File: config.mk
export PLATFORM = sky130hd
export DESIGN_NAME = usb_otg_idle_handshake_sysconfig
export DESIGN_NICKNAME = d
export VERILOG_FILES = /design/src/inc/usb_idle_pkg.sv /design/src/rtl/soft_reset_seq.sv /design/src/rtl/usb_otg_idle_handshake_sysconfig.sv
export VERILOG_INCLUDE_DIRS = /design/src /design/src/inc
export SDC_FILE = /design/constraint.sdc
export NUM_CORES = 1
export LEC_CHECK = 0
export ABC_AREA = 1
export ABC_CLOCK_PERIOD_IN_PS = 1200
export BUFFER_PORTS_ARGS = -buffer_cell sky130_fd_sc_hd__buf_2
export CORE_UTILIZATION = 51
export DETAILED_ROUTE_END_ITERATION = 7
export PLACE_DENSITY_LB_ADDON = 0.1
export SYNTH_ARGS = -nofsm -noshare
export SYNTH_HDL_FRONTEND = slang
export SYNTH_SLANG_ARGS = --single-unit
File: constraint.sdc
create_clock -name clk_sys -period 1.2 [get_ports clk_sys]
set_input_delay 0.24 -clock clk_sys [delete_from_list [all_inputs] [get_ports clk_sys]]
set_output_delay 0.24 -clock clk_sys [all_outputs]
set_load 0.01 [all_outputs]
File: src/inc/usb_idle_params.svh
`ifndef USB_IDLE_PARAMS_SVH
`define USB_IDLE_PARAMS_SVH

// =====================================================================
// Configuration word layout
`define CFG_AUTOGATE_BIT   0
`define CFG_SRST_BIT       1
`define CFG_WIDTH          2

// =====================================================================
// Reset values
`define AUTOGATE_RST       1'b1
`define GATE_CNT_RST       3'h0
`define SRST_CNT_RST       4'h0

// =====================================================================
// Timing counts in interconnect clock cycles
`define GATE_CYCLES        3'h4
`define SRST_CYCLES        4'h8

`endif

File: src/inc/usb_idle_pkg.sv
package usb_idle_pkg;

   // =====================================================================
   // Idle handshake states
   typedef enum logic [2:0] {
      ST_ACTIVE = 3'b001,
      ST_IDLE   = 3'b010,
      ST_GATED  = 3'b100
   } idle_state_t;

endpackage

File: src/rtl/soft_reset_seq.sv
`timescale 1ns/1ps
`include "usb_idle_params.svh"

module soft_reset_seq
   import usb_idle_pkg::*;
(
   input  wire logic clk_sys,
   input  wire logic reset_n,
   input  wire logic start,
   output logic      busy,
   output logic      done
);

   // =====================================================================
   // Reset pulse stretcher
   logic       busy_q;
   logic       busy_d;
   logic       done_q;
   logic       done_d;
   logic [3:0] cnt_q;
   logic [3:0] cnt_d;

   // A start during a running reset is ignored; the reset is already
   // clearing everything the new request would clear.
   always_comb begin
      busy_d = busy_q;
      done_d = 1'b0;
      cnt_d  = cnt_q;
      if (busy_q) begin
         if (cnt_q == `SRST_CYCLES - 4'h1) begin
            busy_d = 1'b0;
            done_d = 1'b1;
            cnt_d  = `SRST_CNT_RST;
         end else begin
            cnt_d = cnt_q + 4'h1;
         end
      end else if (start) begin
         busy_d = 1'b1;
         cnt_d  = `SRST_CNT_RST;
      end
   end

   always_ff @(posedge clk_sys or negedge reset_n) begin
      if (!reset_n) begin
         busy_q <= 1'b0;
         done_q <= 1'b0;
         cnt_q  <= `SRST_CNT_RST;
      end else begin
         busy_q <= busy_d;
         done_q <= done_d;
         cnt_q  <= cnt_d;
      end
   end

   assign busy = busy_q;
   assign done = done_q;

endmodule

File: src/rtl/usb_otg_idle_handshake_sysconfig.sv
`timescale 1ns/1ps
`include "usb_idle_params.svh"


module usb_otg_idle_handshake_sysconfig
   import usb_idle_pkg::*;
(
   input  wire logic                  clk_sys,
   input  wire logic                  reset_n,
   input  wire logic                  idle_req,
   output logic                       idle_ack,
   input  wire logic                  iclk_on,
   input  wire logic                  bus_busy,
   input  wire logic                  reg_read,
   input  wire logic                  config_wr,
   input  wire logic [`CFG_WIDTH-1:0] config_wdata,
   input  wire logic                  legacy_keep_cfg,
   output logic                       autogate_en,
   output logic                       module_clk_run,
   output logic                       soft_reset_busy
);

   // =====================================================================
   // Software reset sequencer
   logic srst_start;
   logic srst_busy;
   logic srst_done;

   assign srst_start = config_wr && config_wdata[`CFG_SRST_BIT];

   soft_reset_seq u_srst (
      .clk_sys (clk_sys),
      .reset_n (reset_n),
      .start   (srst_start),
      .busy    (srst_busy),
      .done    (srst_done)
   );

   // =====================================================================
   // Module system configuration
   logic autogate_q;
   logic autogate_d;
   logic kept_q;
   logic kept_d;

   always_comb begin
      autogate_d = autogate_q;
      kept_d     = kept_q;
      if (srst_done) begin
         if (legacy_keep_cfg) begin
            autogate_d = kept_q;
         end else begin
            autogate_d = `AUTOGATE_RST;
         end
      end else if (config_wr && !srst_busy) begin
         if (config_wdata[`CFG_SRST_BIT]) begin
            kept_d = config_wdata[`CFG_AUTOGATE_BIT];
         end else begin
            autogate_d = config_wdata[`CFG_AUTOGATE_BIT];
         end
      end
   end

   always_ff @(posedge clk_sys or negedge reset_n) begin
      if (!reset_n) begin
         autogate_q <= `AUTOGATE_RST;
         kept_q     <= `AUTOGATE_RST;
      end else begin
         autogate_q <= autogate_d;
         kept_q     <= kept_d;
      end
   end

   // =====================================================================
   // Idle handshake
   idle_state_t state_q;
   idle_state_t state_d;
   logic [2:0]  gate_cnt_q;
   logic [2:0]  gate_cnt_d;
   logic        can_idle;

   // A switched-off interface clock means nothing can reach the module,
   // so it counts as idle whatever the activity flags say.
   assign can_idle = !iclk_on || (!bus_busy && !srst_busy);

   always_comb begin
      state_d    = state_q;
      gate_cnt_d = `GATE_CNT_RST;
      unique case (state_q)
         ST_ACTIVE: begin
            if (idle_req && can_idle) begin
               state_d = ST_IDLE;
            end
         end
         ST_IDLE: begin
            // The gate closes only after four full cycles in idle, so a request held
            // for fewer than five cycles returns straight to active.
            if (!idle_req) begin
               state_d = ST_ACTIVE;
            end else if (autogate_q && iclk_on) begin
               if (gate_cnt_q == `GATE_CYCLES - 3'h1) begin
                  state_d = ST_GATED;
               end else begin
                  gate_cnt_d = gate_cnt_q + 3'h1;
               end
            end
         end
         ST_GATED: begin
            if (!idle_req || reg_read) begin
               state_d = ST_ACTIVE;
            end
         end
         default: begin
            state_d = ST_ACTIVE;
         end
      endcase
   end

   always_ff @(posedge clk_sys or negedge reset_n) begin
      if (!reset_n) begin
         state_q    <= ST_ACTIVE;
         gate_cnt_q <= `GATE_CNT_RST;
      end else begin
         state_q    <= state_d;
         gate_cnt_q <= gate_cnt_d;
      end
   end

   // The ack follows the request combinationally, so its falling edge lands in the same
   // cycle as the request edge; the rising edge does too only while can_idle is true.
   assign idle_ack = idle_req && (can_idle || state_q != ST_ACTIVE);

   assign autogate_en     = autogate_q;
   assign module_clk_run  = (state_q != ST_GATED);
   assign soft_reset_busy = srst_busy;

   // =====================================================================
   // Checks
   AST_ACK_AT_ONCE: assert property (@(posedge clk_sys) disable iff (!reset_n)
      idle_req && !bus_busy && !srst_busy |-> idle_ack)
      else $error("Idle request with no activity was not acknowledged.");

   AST_ACK_DROP: assert property (@(posedge clk_sys) disable iff (!reset_n)
      $fell(idle_req) |-> !idle_ack)
      else $error("Idle acknowledge stayed high after the request fell.");

   AST_GATE_NEEDS_EN: assert property (@(posedge clk_sys) disable iff (!reset_n)
      state_q != ST_GATED ##1 state_q == ST_GATED |-> $past(autogate_q))
      else $error("Clock gated without the gating enable set.");

   AST_SHORT_PULSE: assert property (@(posedge clk_sys) disable iff (!reset_n)
      state_q == ST_IDLE && !idle_req |=> state_q == ST_ACTIVE && !module_clk_run == 1'b0)
      else $error("Short idle request did not return the module to active.");

   AST_GATE_DELAY: assert property (@(posedge clk_sys) disable iff (!reset_n)
      state_q == ST_ACTIVE ##1 state_q == ST_IDLE |-> (state_q != ST_GATED) [*4])
      else $error("Clock gated earlier than four cycles after idle.");

   AST_HW_RESET: assert property (@(posedge clk_sys)
      $rose(reset_n) |-> autogate_q)
      else $error("Gating enable not 1 after hardware reset.");

   AST_SRST_RESTORE: assert property (@(posedge clk_sys) disable iff (!reset_n)
      srst_done && !legacy_keep_cfg |=> autogate_q)
      else $error("Gating enable not 1 after software reset.");

   AST_SRST_KEEP: assert property (@(posedge clk_sys) disable iff (!reset_n)
      srst_start && !srst_busy && legacy_keep_cfg ##9 legacy_keep_cfg
      |=> autogate_q == $past(config_wdata[`CFG_AUTOGATE_BIT], 10))
      else $error("Legacy software reset did not keep the written gating bit.");

   AST_READ_WAKE: assert property (@(posedge clk_sys) disable iff (!reset_n)
      state_q == ST_GATED && reg_read |=> module_clk_run)
      else $error("Register read did not restart the internal clock.");

   AST_ICLK_OFF: assert property (@(posedge clk_sys) disable iff (!reset_n)
      idle_req && !iclk_on |-> idle_ack)
      else $error("Module not idle with interface clock off.");

   AST_BUSY_HOLD: assert property (@(posedge clk_sys) disable iff (!reset_n)
      iclk_on && bus_busy && state_q == ST_ACTIVE |-> !idle_ack)
      else $error("Idle acknowledged while bus activity was in progress.");

endmodule

After elaboration in Yosys (flattened, before gate mapping)
Cells that the tools add are included.
{ "word_totals": {"regBits": 14, "latchBits": 0, "ram_bits": 0, "romBits": 0, "output_inout_bits": 4, "wordCells": 62, "mem_count": 0} }
{ "classes": {"addsub": 2, "multipliers": 0, "n_div": 0, "n_lt_le_gt_ge": 0, "n_eq_ne": 12, "shifts": 0, "muxes": 22, "bitwise_logic": 1, "reduce_logical": 18} }
{ "ops": {"columns": ["op", "n"], "rows": [
  ["3-bit 2-to-1 mux", 9],
  ["4-bit 2-to-1 mux", 3],
  ["1-bit 2-to-1 mux", 9],
  ["3-bit inequality test (second input constant)", 3],
  ["3-bit case mux with 3 select lines", 1],
  ["3-bit by 2-bit == test with 1-bit output (second input constant)", 2],
  ["1-bit logical AND", 6],
  ["4-bit by 1-bit adder with 4-bit output (second input constant)", 1],
  ["4-bit by 3-bit == test with 1-bit output (second input constant)", 1],
  ["1-bit zero test", 4],
  ["2-bit inequality test (second input constant)", 2],
  ["4-bit AND reduction", 1],
  ["2-bit nonzero test", 2],
  ["3-bit by 1-bit adder with 3-bit output (second input constant)", 1],
  ["3-bit by 1-bit == test with 1-bit output (second input constant)", 1],
  ["3-bit == test (second input constant)", 1],
  ["1-bit logical OR", 3],
  ["3-bit by 1-bit inequality test with 1-bit output (second input constant)", 1],
  ["3-bit AND reduction", 1],
  ["2-bit by 1-bit inequality test with 1-bit output (second input constant)", 1],
  ["2-bit AND reduction", 1],
  ["1-bit inverter", 1]
]} }

Longest topological paths before layout
Gate-level depths: netlist of run 1.
{ "logic_depth": {"depth_word": 6, "mapped_depth": 7} }

Hierarchy
Synthesis of run 1 repeated with hierarchy kept, for this count alone.
{ "unflattened": {"hier_cells": 88, "area_unflattened_um2": 715.7} }
{ "by_module_without_submodules": {"columns": ["mod", "n_inst", "cells_per_inst", "area_each_um2", "seq_area_each_um2"], "rows": [
  ["usb_otg_idle_handshake_sysconfig", 1, 58, 450.4, 203.9],
  ["soft_reset_seq", 1, 30, 265.3, 150.1]
]} }

Least setup slack after synthesis of run 1
No wires, ideal clock.
{ "synth_path": {"path_type": "register to output", "startpoint": "register state_q[0]", "endpoint": "output port idle_ack", "arrival_time_ns": 0.905, "t_required_ns": 0.960, "setup_slack_ns": 0.055, "stages_incl_launch_ff": 6, "path_buffers": 0, "cell_sequence": "dfstp_2 > inv_1 > nor3_2 > inv_1 > nand2_1 > nand2_1"} }
{ "synth_via": {"elab_chain_len": 3} }
{ "synth_lines": {"columns": ["item", "line_no", "source"], "rows": [
  ["start, declared", "usb_otg_idle_handshake_sysconfig.sv:76", "idle_state_t state_q;"],
  ["start signal, assigned", "usb_otg_idle_handshake_sysconfig.sv:124", "state_q <= state_d;"],
  ["3-bit by 1-bit inequality test with 1-bit output", "usb_otg_idle_handshake_sysconfig.sv:131", "assign idle_ack = idle_req && (can_idle || state_q != ST_ACTIVE);"],
  ["1-bit logical OR", "usb_otg_idle_handshake_sysconfig.sv:131", null],
  ["1-bit logical AND", "usb_otg_idle_handshake_sysconfig.sv:131", null],
  ["end, declared", "usb_otg_idle_handshake_sysconfig.sv:11", "output logic idle_ack,"]
]} }
Every way passes these cells.

Final worst setup path of run 1
Ends and elaborated chain as after synthesis.

==> impl_metrics.yaml, run 1 <==
sta:
  fin_worst_skew_ps: 5.587
  min_period_ps: 1566
  tightest_slew_ps: 314.2
  timing.final.ws_setup_ps: -365.8
  hold_viol: 0
  rsz0062_at_grt: "true"
  drv_slew: 0
  setup_viol: 5
  fmax_mhz: 638.6
  max_slew_margin_pct: 79.05
  fin_crit_sh_pct: 130.5
min_path:
  worstHoldStart: "config_wdata[0]"
  whs_endpoint: "kept_q"
  holdPathStages: 3
  hp-class: "in2reg"
power:
  irDropWorstVdd_mv: 1.467
  seqPwrFrac_pct: 39.0
  p_total_mw: 2.121
  netSwitchingFraction_pct: 38.30
  clkPwrFrac_pct: 16.5
  power.density_nw_per_um2: 2281
  netSwitchingPower_mw: 0.8122
  internal-power_mw: 1.309
  p_comb_share_pct: 44.5
  cellLeakagePower_nw: 0.4500
clock_tree:
  cts-root-buf: "clkbuf_4"
  clkTransAtPathRegs_ps: 90
  clock-sinks: 14
  clk_latency_ps: 290
  ctsLongestPathBuffers: 2
  numCtsBuffers: 3
  cts_tree: "built"
  cts_max_level: 1
grt:
  grt_pass1_wl_mm: 2.235
  grt_max_degree: 15
  grt_pass1_vias: 553
  antenna_found_initial: 0
  global_route.usage.total_pct: 23.01
  grt_remaining_overflow: 0
outcome:
  violations: "negative setup slack"
  outcome: "finished with violations"
route:
  routed_via_density: 5.454
  wirelength_mm: 1.657
  avgRoutedWirePerCell_um: 13.92
  drc: 0
  drtIter0Drc: 14
  firstDrtPassIters: 4
  via_count: 649
  ant_nets: 0
floorplanning:
  die_area_um2: 1526
  die_x_um: 39.07
  fp.coreArea_um2: 1186
  initial_core_util_pct: 59.07
  rows: 12
  ios: 14
  die_h_um: 39.07
worst_setup_path:
  critical_path_class: "reg2out"
  reg2reg_from: "state_q[0]"
  r2r_setup_slack_ps: -40
  critPathMaxFanout: 2
  cp.required_ps: 960
  reg2reg_depth: 7
  arrival_ps: 1330
  rr_endpoint: "state_q[1]"
  cp-end-kind: "primary output"
  start_kind: "register"
cells_and_area:
  nNetsFinal: 118
  diodes: 0
  areaGrowthSynthToFinish_pct: 32.68
  final_common_cell: "nand2_1"
  drive_gt1_share_pct: 41.90
  fin_util_pct: 78.38
  mostFrequentLayoutCells: "17 x nand2_1, 11 x buf_2, 10 x dfrtp_1, 7 x inv_1, 7 x nor2_1"
placement:
  place.gp.congestion: 0.7623
  dp_hpwl_um: 987.7
  numPortBuffers: 13
yosys:
  synthCells: 81
  ys_warn_count: 0
  syn_area_um2: 700.7
  syn_avg_cell_area_um2: 8.650
  syn_nets: 93
  ys_seq_area_share_pct: 50.54
  synth.distinct_cells: 21
  synth-seq-cells: 14
job:
  cap_violations: 0
-- synthesized netlist by cell type, drive strengths merged --
cell,n,area [um^2]
ha,2,25.02
a21oi,3,15.01
nand4,5,31.28
nor4,1,12.51
nor3b,1,7.510
dfstp,3,78.83
nand2,21,86.33
dfrtp,11,275.3
inv,12,45.05
a22o,1,8.760
nor2,10,47.55
nand3b,1,7.510
a31oi,1,6.260
o21ai,4,20.02
nor3,1,10.01
nand3,3,15.01
xor2,1,8.760
-- how the worst max path moves through the flow --
stage,from,end,slack (ps),cells past startpoint
floorplan,state_q[0],idle_ack,60,5
global placement,state_q[0],idle_ack,-20,6
detailed placement,state_q[0],idle_ack,-40,6
CTS,state_q[0],idle_ack,-340,6
global route,state_q[0],idle_ack,-440,6
finish,state_q[0],idle_ack,-370,6
-- kinds of logic after synthesis --
group / synth area share [%]
and+or+nand+nor: 31.07
DFF: 50.54
buffers and inverters: 6.430
AOI/OAI and AO/OA: 7.143
adders and majority gates: 3.571
xor gates and xnor gates: 1.250
-- critical path, cell delays in order (launching register included) --
cell and delay (ps):
dfstp_2 560, inv_2 50, nor3_4 110, inv_1 70
nand2_1 60, nand2_1 50, buf_2 140
-- state kept, by name, summed over array words and instances (netlist names) --
name / count
u_srst.cnt_q: 4
gate_cnt_q: 3
autogate_en: 1
u_srst.busy: 1
u_srst.done: 1
kept_q: 1
state_q: 3
-- area by class of cell --
class | instances | area, um^2
flip-flops and latches | 14 | 355.3
inverters | 12 | 45.04
well taps | 14 | 17.52
multi-input cells | 55 | 339.1
clock buffers | 4 | 36.28
fillers | 71 | 256.5
repair buffers | 20 | 136.4
-- power by group through the flow --
stage | logic, mW | clock network, mW | registers (mW)
5_1_grt | 1.03 | 0.388 | 0.849
4_1_cts | 0.793 | 0.349 | 0.790
6_report | 0.944 | 0.350 | 0.827
2_1_floorplan | 0.470 | 0 | 0.798
3_3_place_gp | 0.703 | 0 | 0.793
3_5_place_dp | 0.723 | 0 | 0.796
-- metal layers --
layer / up-vias / part of all wire (%) / global-route usage [%] / wire length [um]
met5: - / 0 / 0 / 0
met2: 27 / 48 / 34.17 / 791
met4: 0 / 3.3 / 13.79 / 54
met3: 9 / 6.3 / 6.936 / 105
met1: 302 / 43 / 29.10 / 706
li1: 311 / - / - / -
-- timing repair --
action                     in CTS  in global routing
gates cloned                    0                  0
hold endpoints to repair       11                  0
pin swaps                       2                  1
setup buffers                   2                  3
gates resized for setup         3                 13
setup endpoints to repair       4                  8
hold buffers                    1                  0
-- per-stage QoR --
| stage | instances | hold WS (ps) | setup TNS [ps] | setup WS [ps] | instance area, um^2 |
|---|---|---|---|---|---|
| final | 119 | 196.9 | -640.2 | -365.8 | 929.6 |
| after floorplan | 81 | -55.59 | 0 | 55.10 | 700.7 |
| after global placement | 111 | 149.7 | -19.15 | -19.15 | 805.8 |
| after detailed placement | 111 | 152.2 | -38.00 | -38.00 | 805.8 |
| after CTS | 117 | 201.5 | -451.1 | -339.3 | 867.1 |
| after global routing | 119 | 200.7 | -879.2 | -443.5 | 929.6 |
Power figures use the tool's default switching activity.
==> run 2: changes to the inputs <==
--- a/config.mk
+++ b/config.mk
@@ -9,7 +9,9 @@
 export ABC_AREA = 1
 export ABC_CLOCK_PERIOD_IN_PS = 1200
 export BUFFER_PORTS_ARGS = -buffer_cell sky130_fd_sc_hd__buf_2
-export CORE_UTILIZATION = 51
+export CELL_PAD_IN_SITES_DETAIL_PLACEMENT = 0
+export CELL_PAD_IN_SITES_GLOBAL_PLACEMENT = 1
+export CORE_UTILIZATION = 38
 export DETAILED_ROUTE_END_ITERATION = 7
 export PLACE_DENSITY_LB_ADDON = 0.1
 export SYNTH_ARGS = -nofsm -noshare
==> impl_metrics.yaml, run 2 (same netlist as run 1, synthesis figures left out) <==
worst_setup_path:
  path_common_cell: "nand2_1"
  reg2reg_depth: 6
  critical_path_class: "reg2out"
  cp.required_ps: 960
  path_cells: "inv_2 > nor3_2 > inv_1 > nand2_1 > nand2_1 > buf_2"
  start_kind: "register"
  arrival_ps: 1280
  cp_slowest_stage_delay_ps: 540
  cp-end-kind: "primary output"
  critPathMaxFanout: 2
  crit_slowest_cell: "dfstp_2"
sta:
  hold_viol: 0
  fmax_mhz: 657.6
  rsz0062_at_grt: "true"
  tightest_slew_ps: 308.5
  setup_viol: 2
  timing.final.ws_setup_ps: -320.7
  fin_crit_sh_pct: 126.7
  fin_worst_skew_ps: 5.231
  setup_tns_ps: -568.4
  drv_slew: 0
  max_slew_margin_pct: 79.43
  min_period_ps: 1521
route:
  avgRoutedWirePerCell_um: 10.04
  via_count: 607
  routed_via_density: 4.634
  drtIter0Drc: 7
  drc: 0
  ant_nets: 0
  firstDrtPassIters: 4
  wirelength_mm: 1.315
power:
  cellLeakagePower_nw: 0.4546
  irDropWorstVdd_mv: 1.034
  power.density_nw_per_um2: 2229
  p_total_mw: 2.075
floorplanning:
  initial_core_util_pct: 40.58
  die_h_um: 44.94
  die_area_um2: 2020
  ios: 14
  die_x_um: 44.94
  fp.coreArea_um2: 1727
  rows: 15
cells_and_area:
  fillers: 190
  largest-register: "u_srst.cnt_q"
  diodes: 0
  fin_util_pct: 53.91
  drive_gt1_share_pct: 39.62
  fin_cells: 131
  largest_reg_flops: 4
  final_common_cell: "nand2_1"
  reg_top3: "u_srst.cnt_q (4), gate_cnt_q (3), state_q (3)"
  nNetsFinal: 119
  mostFrequentLayoutCells: "17 x nand2_1, 11 x dfrtp_1, 11 x buf_2, 8 x inv_1, 7 x nor2_1"
  fin_area_um2: 930.9
  areaGrowthSynthToFinish_pct: 32.86
clock_tree:
  clk_latency_ps: 280
  clock-sinks: 14
  ctsLongestPathBuffers: 2
  cts_max_level: 1
  cts_tree: "built"
  clkTransAtPathRegs_ps: 90
  cts-root-buf: "clkbuf_4"
  numCtsBuffers: 3
outcome:
  violations: "negative setup slack"
  outcome: "finished with violations"
min_path:
  hp-class: "in2reg"
  holdPathStages: 3
grt:
  grt_remaining_overflow: 0
  use_met2_pct: 21.45
  grt_pass1_wl_mm: 2.035
  grt_use_met3_pct: 2.400
  grt_pass1_vias: 506
  grt_max_degree: 15
  global_route.usage.total_pct: 14.13
  grt_use_met1_pct: 19.29
  busiest_layer: "met2"
  antenna_found_initial: 0
placement:
  dp_cells: 123
  numPortBuffers: 13
  place.gp.congestion: 0.7220
  dpl_cell_area_um2: 827.0
  dp_hpwl_um: 989.1
job:
  cap_violations: 0
## run 2: critical path: cells and delay by family (launching register included)
family / cells / cell delay, ps
flip-flops: 1 / 540
buffers and inverters: 3 / 250
AND/OR/NAND/NOR: 3 / 220
## run 2: final timing paths
kind	from	end	slack, ps
hold / removal	config_wdata[0]	kept_q	190
setup / recovery	state_q[0]	idle_ack	-320
max in group asynchronous	reset_n	state_q[0]	540
setup reg to reg	state_q[0]	state_q[1]	20
min in group asynchronous	reset_n	u_srst.cnt_q[1]	370
hold reg to reg	gate_cnt_q[0]	gate_cnt_q[0]	460
## run 2: where the power goes
group	switching, mW	total (mW)	internal [mW]
logic	0.447	0.931	0.483
registers	0.138	0.808	0.670
clock network	0.151	0.336	0.184
## run 2: per-stage QoR
stage	setup slack, ps	hold slack, ps
2_1_floorplan	55.10	-55.59
3_3_place_gp	-7.856	156.1
3_5_place_dp	-26.95	154.2
4_1_cts	-347.1	186.5
5_1_grt	-388.0	195.2
6_report	-320.7	192.0
## run 2: layout make-up
type	count	area [um^2]	share of cell area, %
multi-input combinational	55	320.3	34.41
inverter	12	45.04	4.839
tap	25	31.28	3.360
sequential	14	354.1	38.04
timing repair buffer	21	143.9	15.46
clock buffer	4	36.28	3.898
## run 2: what timing repair did
action	4_1_cts	5_1_grt
pin swaps	0	2
gates cloned	0	0
gates resized for setup	2	8
setup buffers	1	3
endpoints found under the setup margin	3	9
hold buffers	1	0
hold endpoints to repair	11	0
## run 2: per-layer routing
metal | routed length, um | part of all wire [%]
met5 | 0 | 0
met4 | 6 | 0.46
met3 | 47 | 3.6
met2 | 640 | 49
met1 | 619 | 47
